**src/hw/uscs_pkg.sv**
```systemverilog
package uscs_pkg;

    // =========================================================
    // register map, byte addresses
    localparam logic [7:0] OFF_CTRL = 8'h00;
    localparam logic [7:0] OFF_DATA = 8'h04;
    localparam logic [7:0] OFF_STAT = 8'h08;
    localparam logic [7:0] OFF_MASK = 8'h0C;
    localparam logic [7:0] OFF_BAUD = 8'h10;

    // =========================================================
    // serial_port_control fields
    localparam int BIT_MODE = 7;
    localparam int BIT_ONE = 6;
    localparam int BIT_MCE = 5;
    localparam int BIT_REN = 4;
    localparam int BIT_TB8 = 3;
    localparam int BIT_RB8 = 2;
    localparam int BIT_TI = 1;
    localparam int BIT_RI = 0;
    localparam logic [7:0] CTRL_RESET = 8'h40;

    // =========================================================
    // interrupt status and mask fields
    localparam int ST_RX = 0;
    localparam int ST_TX = 1;
    localparam int ST_OVR = 2;
    localparam int ST_W = 3;
    localparam logic [2:0] STAT_RESET = 3'h0;
    localparam logic [2:0] MASK_RESET = 3'h0;

    // =========================================================
    // bit timing: cycles per bit, 868 gives 115200 baud at 100 MHz
    localparam int BAUD_W = 16;
    localparam logic [15:0] BAUD_RESET = 16'h0364;
    localparam logic [3:0] LAST_DATA_BIT = 4'h7;

    // =========================================================
    // bus answers
    localparam logic [1:0] RESP_OKAY = 2'h0;
    localparam logic [1:0] RESP_SLVERR = 2'h2;

    typedef enum logic [2:0] {
        USCS_IDLE,
        USCS_START,
        USCS_DATA,
        USCS_NINTH,
        USCS_STOP
    } uscs_bit_state_t;

endpackage : uscs_pkg

```
**src/hw/uscs_tick_if.sv**
```systemverilog
`timescale 1ns/1ps
interface uscs_tick_if;
    logic [15:0] period;
    logic restart;
    logic tick;
    logic mid;

    modport owner (output period, output restart, input tick, input mid);
    modport timer (input period, input restart, output tick, output mid);
endinterface : uscs_tick_if

```
**src/hw/uscs_serial_ctrl.sv**
```systemverilog
// Decided for this implementation: the register offsets and the AXI4-Lite slave port.
`timescale 1ns/1ps
module uscs_serial_ctrl
    import uscs_pkg::*;
#(
    parameter int ADDR_W = 8
) (
    input wire logic sys_clk,
    input wire logic rst_b,
    input wire logic [ADDR_W-1:0] s_axi_awaddr,
    input wire logic s_axi_awvalid,
    output logic s_axi_awready,
    input wire logic [31:0] s_axi_wdata,
    input wire logic [3:0] s_axi_wstrb,
    input wire logic s_axi_wvalid,
    output logic s_axi_wready,
    output logic [1:0] s_axi_bresp,
    output logic s_axi_bvalid,
    input wire logic s_axi_bready,
    input wire logic [ADDR_W-1:0] s_axi_araddr,
    input wire logic s_axi_arvalid,
    output logic s_axi_arready,
    output logic [31:0] s_axi_rdata,
    output logic [1:0] s_axi_rresp,
    output logic s_axi_rvalid,
    input wire logic s_axi_rready,
    input wire logic uart_rxd,
    output logic uart_txd,
    output logic irq
);

    // =========================================================
    // reset release
    logic rst_meta_q;
    logic rst_n;

    always_ff @(posedge sys_clk or negedge rst_b) begin
        if (!rst_b) begin
            rst_meta_q <= 1'b0;
            rst_n <= 1'b0;
        end else begin
            rst_meta_q <= 1'b1;
            rst_n <= rst_meta_q;
        end
    end

    // =========================================================
    // register state
    logic mode_q;
    logic mce_q;
    logic ren_q;
    logic tb8_q;
    logic rb8_q;
    logic ti_q;
    logic ri_q;
    logic [7:0] rxbuf_q;
    logic [ST_W-1:0] stat_q;
    logic [ST_W-1:0] mask_q;
    logic [BAUD_W-1:0] baud_q;
    logic [7:0] ctrl_rd;

    // =========================================================
    // axi4-lite write channel
    logic aw_got_q;
    logic w_got_q;
    logic [ADDR_W-1:0] aw_addr_q;
    logic [31:0] w_data_q;
    logic [3:0] w_strb_q;
    logic wr_fire;
    logic wr_hit;
    logic wr_lo;

    assign wr_fire = aw_got_q && w_got_q && !s_axi_bvalid;
    assign wr_lo = wr_fire && w_strb_q[0];

    always_ff @(posedge sys_clk or negedge rst_n) begin
        if (!rst_n) begin
            aw_got_q <= 1'b0;
            aw_addr_q <= '0;
            s_axi_awready <= 1'b0;
        end else if (s_axi_awvalid && s_axi_awready) begin
            aw_got_q <= 1'b1;
            aw_addr_q <= s_axi_awaddr;
            s_axi_awready <= 1'b0;
        end else if (wr_fire) begin
            aw_got_q <= 1'b0;
        end else if (!aw_got_q && !s_axi_bvalid) begin
            s_axi_awready <= 1'b1;
        end
    end

    always_ff @(posedge sys_clk or negedge rst_n) begin
        if (!rst_n) begin
            w_got_q <= 1'b0;
            w_data_q <= '0;
            w_strb_q <= '0;
            s_axi_wready <= 1'b0;
        end else if (s_axi_wvalid && s_axi_wready) begin
            w_got_q <= 1'b1;
            w_data_q <= s_axi_wdata;
            w_strb_q <= s_axi_wstrb;
            s_axi_wready <= 1'b0;
        end else if (wr_fire) begin
            w_got_q <= 1'b0;
        end else if (!w_got_q && !s_axi_bvalid) begin
            s_axi_wready <= 1'b1;
        end
    end

    always_comb begin
        wr_hit = (aw_addr_q[7:0] == OFF_CTRL) || (aw_addr_q[7:0] == OFF_DATA) ||
            (aw_addr_q[7:0] == OFF_STAT) || (aw_addr_q[7:0] == OFF_MASK) ||
            (aw_addr_q[7:0] == OFF_BAUD);
    end

    always_ff @(posedge sys_clk or negedge rst_n) begin
        if (!rst_n) begin
            s_axi_bvalid <= 1'b0;
            s_axi_bresp <= RESP_OKAY;
        end else if (wr_fire) begin
            s_axi_bvalid <= 1'b1;
            s_axi_bresp <= wr_hit ? RESP_OKAY : RESP_SLVERR;
        end else if (s_axi_bready) begin
            s_axi_bvalid <= 1'b0;
        end
    end

    logic wr_ctrl;
    logic wr_data;
    assign wr_ctrl = wr_lo && aw_addr_q[7:0] == OFF_CTRL;
    assign wr_data = wr_lo && aw_addr_q[7:0] == OFF_DATA;

    // =========================================================
    // axi4-lite read channel
    logic [31:0] rd_mux;

    always_comb begin
        ctrl_rd = {mode_q, 1'b1, mce_q, ren_q, tb8_q, rb8_q, ti_q, ri_q};
        rd_mux = '0;
        unique case (s_axi_araddr[7:0])
            OFF_CTRL: rd_mux = {24'h000000, ctrl_rd};
            OFF_DATA: rd_mux = {24'h000000, rxbuf_q};
            OFF_STAT: rd_mux = {29'h00000000, stat_q};
            OFF_MASK: rd_mux = {29'h00000000, mask_q};
            OFF_BAUD: rd_mux = {16'h0000, baud_q};
            default: rd_mux = '0;
        endcase
    end

    always_ff @(posedge sys_clk or negedge rst_n) begin
        if (!rst_n) begin
            s_axi_arready <= 1'b0;
            s_axi_rvalid <= 1'b0;
            s_axi_rdata <= '0;
            s_axi_rresp <= RESP_OKAY;
        end else if (s_axi_arvalid && s_axi_arready) begin
            s_axi_arready <= 1'b0;
            s_axi_rvalid <= 1'b1;
            s_axi_rdata <= rd_mux;
            s_axi_rresp <= (s_axi_araddr[7:0] == OFF_CTRL || s_axi_araddr[7:0] == OFF_DATA ||
                s_axi_araddr[7:0] == OFF_STAT || s_axi_araddr[7:0] == OFF_MASK ||
                s_axi_araddr[7:0] == OFF_BAUD) ? RESP_OKAY : RESP_SLVERR;
        end else if (s_axi_rvalid && s_axi_rready) begin
            s_axi_rvalid <= 1'b0;
        end else if (!s_axi_rvalid) begin
            s_axi_arready <= 1'b1;
        end
    end

    // =========================================================
    // bit timers, restarted at each frame start
    uscs_tick_if tx_tif ();
    uscs_tick_if rx_tif ();

    uscs_tick u_tx_tick (
        .clk(sys_clk),
        .rst_n(rst_n),
        .tif(tx_tif.timer)
    );

    uscs_tick u_rx_tick (
        .clk(sys_clk),
        .rst_n(rst_n),
        .tif(rx_tif.timer)
    );

    // =========================================================
    // transmitter
    uscs_bit_state_t tx_state_q;
    logic [7:0] tx_shift_q;
    logic [3:0] tx_cnt_q;
    logic tx_start;
    logic tx_done_set;

    // a write while a frame is on the line is dropped, not queued
    assign tx_start = wr_data && tx_state_q == USCS_IDLE;
    assign tx_tif.period = baud_q;
    assign tx_tif.restart = tx_start;
    assign tx_done_set = tx_tif.tick &&
        ((tx_state_q == USCS_DATA && tx_cnt_q == LAST_DATA_BIT && !mode_q) ||
        tx_state_q == USCS_NINTH);

    always_ff @(posedge sys_clk or negedge rst_n) begin
        if (!rst_n) begin
            tx_state_q <= USCS_IDLE;
            tx_shift_q <= '0;
            tx_cnt_q <= '0;
            uart_txd <= 1'b1;
        end else if (tx_start) begin
            tx_state_q <= USCS_START;
            tx_shift_q <= w_data_q[7:0];
            tx_cnt_q <= '0;
            uart_txd <= 1'b0;
        end else if (tx_tif.tick) begin
            unique case (tx_state_q)
                USCS_IDLE: begin
                    uart_txd <= 1'b1;
                end
                USCS_START: begin
                    tx_state_q <= USCS_DATA;
                    uart_txd <= tx_shift_q[0];
                end
                USCS_DATA: begin
                    if (tx_cnt_q == LAST_DATA_BIT) begin
                        if (mode_q) begin
                            tx_state_q <= USCS_NINTH;
                            uart_txd <= tb8_q;
                        end else begin
                            tx_state_q <= USCS_STOP;
                            uart_txd <= 1'b1;
                        end
                    end else begin
                        tx_cnt_q <= tx_cnt_q + 4'h1;
                        tx_shift_q <= {1'b0, tx_shift_q[7:1]};
                        uart_txd <= tx_shift_q[1];
                    end
                end
                USCS_NINTH: begin
                    tx_state_q <= USCS_STOP;
                    uart_txd <= 1'b1;
                end
                USCS_STOP: begin
                    tx_state_q <= USCS_IDLE;
                    uart_txd <= 1'b1;
                end
            endcase
        end
    end

    // =========================================================
    // receiver
    uscs_bit_state_t rx_state_q;
    logic [7:0] rx_shift_q;
    logic [3:0] rx_cnt_q;
    logic rx_bit9_q;
    logic rx_prev_q;
    logic rx_begin;
    logic rx_end;
    logic rx_qual;
    logic rx_accept;
    logic rx_lost;

    assign rx_begin = rx_state_q == USCS_IDLE && ren_q && rx_prev_q && !uart_rxd;
    assign rx_tif.period = baud_q;
    assign rx_tif.restart = rx_begin;
    assign rx_end = rx_tif.mid && rx_state_q == USCS_STOP;
    assign rx_qual = mode_q ? rx_bit9_q : uart_rxd;
    assign rx_accept = rx_end && !ri_q && (!mce_q || rx_qual);
    assign rx_lost = rx_end && ri_q;

    always_ff @(posedge sys_clk or negedge rst_n) begin
        if (!rst_n) begin
            rx_prev_q <= 1'b1;
        end else begin
            rx_prev_q <= uart_rxd;
        end
    end

    // stop is left at its midpoint so a following start edge is not missed
    always_ff @(posedge sys_clk or negedge rst_n) begin
        if (!rst_n) begin
            rx_state_q <= USCS_IDLE;
            rx_shift_q <= '0;
            rx_cnt_q <= '0;
            rx_bit9_q <= 1'b0;
        end else if (rx_begin) begin
            rx_state_q <= USCS_START;
            rx_cnt_q <= '0;
        end else if (rx_tif.mid) begin
            unique case (rx_state_q)
                USCS_IDLE: begin
                    rx_cnt_q <= '0;
                end
                USCS_START: begin
                    rx_state_q <= uart_rxd ? USCS_IDLE : USCS_DATA;
                end
                USCS_DATA: begin
                    rx_shift_q <= {uart_rxd, rx_shift_q[7:1]};
                    rx_cnt_q <= rx_cnt_q + 4'h1;
                    if (rx_cnt_q == LAST_DATA_BIT) begin
                        rx_state_q <= mode_q ? USCS_NINTH : USCS_STOP;
                    end
                end
                USCS_NINTH: begin
                    rx_bit9_q <= uart_rxd;
                    rx_state_q <= USCS_STOP;
                end
                USCS_STOP: begin
                    rx_state_q <= USCS_IDLE;
                end
            endcase
        end
    end

    always_ff @(posedge sys_clk or negedge rst_n) begin
        if (!rst_n) begin
            rxbuf_q <= '0;
        end else if (rx_accept) begin
            rxbuf_q <= rx_shift_q;
        end
    end

    // =========================================================
    // serial_port_control
    always_ff @(posedge sys_clk or negedge rst_n) begin
        if (!rst_n) begin
            mode_q <= CTRL_RESET[BIT_MODE];
            mce_q <= CTRL_RESET[BIT_MCE];
            ren_q <= CTRL_RESET[BIT_REN];
            tb8_q <= CTRL_RESET[BIT_TB8];
        end else if (wr_ctrl) begin
            mode_q <= w_data_q[BIT_MODE];
            mce_q <= w_data_q[BIT_MCE];
            ren_q <= w_data_q[BIT_REN];
            tb8_q <= w_data_q[BIT_TB8];
        end
    end

    // hardware set beats a software clear in the same cycle
    always_ff @(posedge sys_clk or negedge rst_n) begin
        if (!rst_n) begin
            rb8_q <= CTRL_RESET[BIT_RB8];
            ti_q <= CTRL_RESET[BIT_TI];
            ri_q <= CTRL_RESET[BIT_RI];
        end else begin
            if (rx_accept) begin
                rb8_q <= rx_qual;
            end else if (wr_ctrl) begin
                rb8_q <= w_data_q[BIT_RB8];
            end
            if (tx_done_set) begin
                ti_q <= 1'b1;
            end else if (wr_ctrl) begin
                ti_q <= w_data_q[BIT_TI];
            end
            if (rx_accept) begin
                ri_q <= 1'b1;
            end else if (wr_ctrl) begin
                ri_q <= w_data_q[BIT_RI];
            end
        end
    end

    // =========================================================
    // interrupt status, mask, bit period
    always_ff @(posedge sys_clk or negedge rst_n) begin
        if (!rst_n) begin
            stat_q <= STAT_RESET;
        end else begin
            stat_q <= (wr_lo && aw_addr_q[7:0] == OFF_STAT ?
                stat_q & ~w_data_q[ST_W-1:0] : stat_q) |
                {rx_lost, tx_done_set, rx_accept};
        end
    end

    always_ff @(posedge sys_clk or negedge rst_n) begin
        if (!rst_n) begin
            mask_q <= MASK_RESET;
        end else if (wr_lo && aw_addr_q[7:0] == OFF_MASK) begin
            mask_q <= w_data_q[ST_W-1:0];
        end
    end

    always_ff @(posedge sys_clk or negedge rst_n) begin
        if (!rst_n) begin
            baud_q <= BAUD_RESET;
        end else if (wr_fire && aw_addr_q[7:0] == OFF_BAUD) begin
            if (w_strb_q[0]) begin
                baud_q[7:0] <= w_data_q[7:0];
            end
            if (w_strb_q[1]) begin
                baud_q[15:8] <= w_data_q[15:8];
            end
        end
    end

    // registered, so irq trails the status bit by one cycle
    always_ff @(posedge sys_clk or negedge rst_n) begin
        if (!rst_n) begin
            irq <= 1'b0;
        end else begin
            irq <= |(stat_q & mask_q);
        end
    end

endmodule : uscs_serial_ctrl

```
**src/hw/uscs_tick.sv**
```systemverilog
`timescale 1ns/1ps
module uscs_tick
    import uscs_pkg::*;
(
    input wire logic clk,
    input wire logic rst_n,
    uscs_tick_if.timer tif
);

    logic [BAUD_W-1:0] cnt_q;
    logic [BAUD_W-1:0] last;
    logic [BAUD_W-1:0] half;

    // =========================================================
    // bit period divider
    // periods under two run as two cycles, so mid and tick fall on different cycles
    always_comb begin
        last = (tif.period < 16'h0002) ? 16'h0001 : tif.period - 16'h0001;
        half = {1'b0, last[BAUD_W-1:1]};
    end

    always_ff @(posedge clk or negedge rst_n) begin
        if (!rst_n) begin
            cnt_q <= '0;
        end else if (tif.restart || cnt_q >= last) begin
            cnt_q <= '0;
        end else begin
            cnt_q <= cnt_q + 16'h0001;
        end
    end

    always_ff @(posedge clk or negedge rst_n) begin
        if (!rst_n) begin
            tif.tick <= 1'b0;
            tif.mid <= 1'b0;
        end else begin
            tif.tick <= !tif.restart && cnt_q >= last;
            tif.mid <= !tif.restart && cnt_q == half;
        end
    end

endmodule : uscs_tick

```
**config.mk**
```make
export PLATFORM = sky130hd
export DESIGN_NAME = uscs_serial_ctrl
export DESIGN_NICKNAME = d
export VERILOG_FILES = /design/src/hw/uscs_pkg.sv /design/src/hw/uscs_tick_if.sv /design/src/hw/uscs_serial_ctrl.sv /design/src/hw/uscs_tick.sv
export SDC_FILE = /design/constraint.sdc
export NUM_CORES = 1
export LEC_CHECK = 0
export BUFFER_PORTS_ARGS = -buffer_cell sky130_fd_sc_hd__buf_2
export CAP_MARGIN = 20
export CORE_MARGIN = 4
export CORE_UTILIZATION = 44
export CTS_CLUSTER_SIZE = 40
export DETAILED_ROUTE_END_ITERATION = 10
export GPL_ROUTABILITY_DRIVEN = 1
export PLACE_DENSITY = 0.63
export SYNTH_ARGS = -nofsm -noshare
export SYNTH_HDL_FRONTEND = slang
export SYNTH_HIERARCHICAL = 1
export SYNTH_SLANG_ARGS = --single-unit
```
**constraint.sdc**
```tcl
create_clock -name sys_clk -period 4.6 [get_ports sys_clk]
set_clock_uncertainty 0.2 [all_clocks]
set_input_delay 0.46 -clock sys_clk [delete_from_list [all_inputs] [get_ports sys_clk]]
set_output_delay 0.46 -clock sys_clk [all_outputs]
set_load 0.01 [all_outputs]
```
== Word level (Yosys, flattened, before mapping) ==
Cells that the tools add are included.

* Register bits after elaboration: 176

* Add/sub/neg operators: 5
* $lt $le $gt $ge: 3
* Eq/ne operators: 26
* Muxes and demuxes: 56
* Bitwise logic cells: 5
* Reduce and logical (&&, ||, !) cells: 79

{| class="wikitable"
|+ Operators by type and width
! operator !! count
|-
| $pmux 16 s5 || 1
|-
| $mux 16 || 3
|-
| $add 16x1->16 const B || 2
|-
| $eq 8x4->1 const B || 4
|-
| $ge 16x16->1 || 2
|-
| $mux 8 || 4
|-
| $logic_and 1x1->1 || 27
|-
| $mux 1 || 27
|-
| $mux 3 || 8
|-
| $mux 4 || 6
|-
| $pmux 3 s4 || 2
|-
| $reduce_bool 2->1 || 11
|-
| $eq 16x15->1 || 1
|-
| $eq 8x3->1 const B || 2
|-
| $eq 8x5->1 const B || 2
|-
| $logic_not 8->1 || 2
|-
| $lt 16x2->1 const B || 1
|-
| $sub 16x1->16 const B || 1
|-
| $reduce_and 3->1 || 5
|-
| $eq 3x2->1 const B || 4
|-
| $logic_or 1x1->1 || 12
|-
| $reduce_and 2->1 || 6
|-
| $reduce_bool 5->1 || 2
|-
| $logic_not 1->1 || 9
|-
| 18 further kinds || 30
|}

== Longest topological paths before layout ==
* Depth after elaboration: 7
* Depth in mapped cells: 15
* Mapped depth without buffers: 14

== Modules after synthesis ==
Netlist, hierarchy kept.

{| class="wikitable"
|+ By module, submodules not included
! module !! times used !! cells an instance !! area each (µm²)
|-
| uscs_serial_ctrl || 1 || 464 || 5630.4
|-
| uscs_tick at u_rx_tick || 1 || 233 || 1886.8
|-
| uscs_tick at u_tx_tick || 1 || 223 || 1873.0
|}

== Least setup slack after synthesis ==
No wires, ideal clock.

* Path type: register to register
* Start point: register baud_q[3]
* End point: register u_tx_tick.cnt_q[10]
* Library setup time: 0.136 ns
* Arrival: 3.286 ns
* Required time: 4.264 ns
* Slack: 0.978 ns
* Cell stages (with the launch flop): 13
* Clock period less this slack: 3.622 ns
* Cell sequence: dfrtp_1 > nor4_4 > nand3_2 > or4_1 > a21o_1 > ha_1 > a21o_1 > a211oi_1 > nand3b_1 > a21oi_1 > a211oi_1 > clkbuf_1 > nor3_1

* Longest elaborated chain between the ends: 5
* Elaborated cells on any way between the ends: 6
* Those cells by class: add/sub (1); order compare (2); mux (2); reduce/logical (1)

{| class="wikitable"
|+ Ends and longest elaborated chain
! item !! line !! text
|-
| from (decl) || uscs_serial_ctrl.sv:59 || <nowiki>logic [BAUD_W-1:0] baud_q;</nowiki>
|-
| from (signal assigned) || uscs_serial_ctrl.sv:389 || <nowiki>baud_q[7:0] <= w_data_q[7:0];</nowiki>
|-
| $sub 16x1->16 / $lt 16x2->1 (equally long branches) || uscs_tick.sv:18 || <nowiki>last = (tif.period < 16'h0002) ? 16'h0001 : tif.period - 16'h0001;</nowiki>
|-
| $mux 16 (*) || uscs_tick.sv:18 ||
|-
| $ge 16x16->1 (*) || uscs_tick.sv:25 || <nowiki>end else if (tif.restart || cnt_q >= last) begin</nowiki>
|-
| $logic_or 1x1->1 (*) || uscs_tick.sv:25 ||
|-
| $mux 16 (*) || uscs_tick.sv:25 ||
|-
| to (signal assigned) || uscs_tick.sv:28 || <nowiki>cnt_q <= cnt_q + 16'h0001;</nowiki>
|-
| to (decl) || uscs_tick.sv:10 || <nowiki>logic [BAUD_W-1:0] cnt_q;</nowiki>
|}

Every way passes the cells marked *; elsewhere a longest branch is shown, timed or not.
A chain may end at the register's enable or synchronous reset.

== Worst setup path in the final report ==
* Start point: register baud_q[3]
* End point: register u_tx_tick.cnt_q[5]

Same word-level chain as after synthesis.

==> flow_summary.ini <==
[outcome]
status = completed

[cells_and_area]
areaGrowthSynthToFinish_pct = 12.8
fill_cells = 1890
nets = 1033
instances_no_fill = 1218
antenna_cells = 0
drive_above_1_share = 0.226

[global_routing]
grt_pass1_vias = 6608
grt_usage = 0.185
grt_max_degree = 101
antenna_found_initial = 0
grt_pass1_wl_um = 33600
grt-ovfl-total = 0

[sta]
rsz0062_at_grt = no
finalHoldViolCount = 0
finalCriticalPeriod_ps = 3820
max_slew.worst_pin.slew_ps = 956
slew_viol_final = 0
fmax_mhz = 262
setup_viol = 0
tns_ps = 0
maxSlewHeadroom = 0.361
finalCritPeriodShare = 0.830

[pwr]
peakVddDrop_v = 0.000286
power_frac_comb = 0.476
power_frac_seq = 0.309
intPower_uw = 3890
swShare = 0.425
p_leak_uw = 0.00486
power_per_cell_area_nw_per_um2 = 664
pwr-share-clk = 0.215
switchingPower_uw = 2870

[route]
viasPerCell = 5.52
vias = 6723
final_antenna_net_count = 0
wirelength_um = 20400
post_drt_wl_per_cell_um = 16.7
firstDrtPassIters = 4
first_iter_violations = 362
drc_errors = 0

[placement]
hpwl_um = 14400
portBuffers = 66
dp_cells = 1182
gp_congestion = 0.898

[worst_setup_path]
worstPathArrival_ps = 3950
end_kind = flop
critPathKind = reg2reg
worstPathMaxFanout = 10
cp-start-kind = flop
cp_data_required_time_ps = 4730

[yosys]
syn-cell-area_um2 = 9030
synth.avg_cell_area_um2 = 10.3
ys_warn_count = 6
synthCells = 875

[clocking]
cts.clk_slew.worst_paths_ps = 70
cts_buffer_depth = 2
cts_tree = built
cts_buffers = 17
htree_levels = 4
clock_sinks = 158
cts_setup_buffers = 0
cts_resized = 0
root_buffer = clkbuf_16
clk_latency_ps = 430
cts-hold-fix-buffers = 3

[floorplan]
die-area_um2 = 22900
ios = 103
core_um2 = 20200
dieWidth_um = 151
start_util = 0.446
dieHeight_um = 151
rows = 52

[min_path]
hp-class = in2reg

[flow_run]
maxCapViolations = 0
layer usage:
layer | up-vias | GRT usage | routed length, um
met4 | 0 | 0.0508 | 269
met2 | 117 | 0.310 | 10200
met1 | 3351 | 0.243 | 9110
met5 | - | 0 | 0
met3 | 21 | 0.0398 | 792
li1 | 3234 | - | -
power groups by stage:
| stage | clock network (uW) | logic [uW] | registers, uW |
|---|---|---|---|
| 6_report | 1460 | 3220 | 2090 |
| 5_1_grt | 1540 | 3640 | 2140 |
| 4_1_cts | 1490 | 3230 | 2090 |
| 3_5_place_dp | 0 | 3190 | 2110 |
| 3_3_place_gp | 0 | 3150 | 2100 |
| 2_1_floorplan | 0 | 2540 | 1970 |
worst max-delay path, stage by stage (launching register included):
cell,delay [ps]
dfrtp_1,550
nor4_4,550
nand3_2,190
or4_1,430
a21o_1,190
ha_1,280
a21o_1,180
a211oi_1,340
nand3b_1,120
a21oi_1,160
a211oi_2,120
buf_4,230
nor3_1,200
placed cells by master, fill, tap and decap left out, types with 12 or more instances in the layout:
cell and count:
a21o_1 14, and3_1 12, a21oi_1 48, mux2_2 65
o21ai_0 35, dfrtp_1 150, a22o_1 12, xor2_1 26
inv_1 30, buf_2 66, conb_1 19, mux2i_1 23
ha_1 38, nand3_1 22, nand2_1 77, nand2b_1 12
nor3_1 28, clkbuf_16 17, nor2_1 47, xnor2_1 25
stage by stage:
step	setup WS, ps	power, uW	hold WS, ps	util	area, um2
6_report	782	6760	20.9	0.503	10200
5_1_grt	440	7320	10.8	0.503	10200
4_1_cts	784	6810	8.84	0.503	10200
3_5_place_dp	803	5300	47.1	0.472	9540
3_3_place_gp	849	5250	44.5	0.472	9540
2_1_floorplan	1090	4510	-35.6	-	9090
state kept, by name, indices dropped and copies added, names as in the netlist, 2 cells and up:
name,flops
u_tx_tick/cnt_q,16
tx_shift_q,8
tx_cnt_q,4
aw_addr_q,8
s_axi_rdata,16
w_data_q,16
u_rx_tick/cnt_q,16
rx_state_q,3
rxbuf_q,8
tx_state_q,3
stat_q,3
rx_shift_q,8
rx_cnt_q,4
w_strb_q,2
mask_q,3
baud_q,16
worst paths after layout:
check,start,endpoint,slack [ps],cells past startpoint
setup / recovery,baud_q[3],u_tx_tick/cnt_q[5],780,12
hold / removal,s_axi_bready,s_axi_bvalid,20,2
setup reg to reg,baud_q[3],u_tx_tick/cnt_q[5],780,12
hold reg to reg,rst_meta_q,rst_n,160,0
max in group asynchronous,rst_n,u_tx_tick/cnt_q[8],3030,1
min in group asynchronous,rst_b,rst_n,140,2
area by class of cell:
type,count,area [um2],share of cell area
tap,270,338,0.0332
sequential,158,3970,0.389
inverter,30,113,0.0111
clock buffer,17,425,0.0418
timing repair buffer,77,433,0.0425
multi-input combinational,651,4730,0.465
clock inverter,15,178,0.0174
Note: power is estimated with default switching activity, not from simulation.
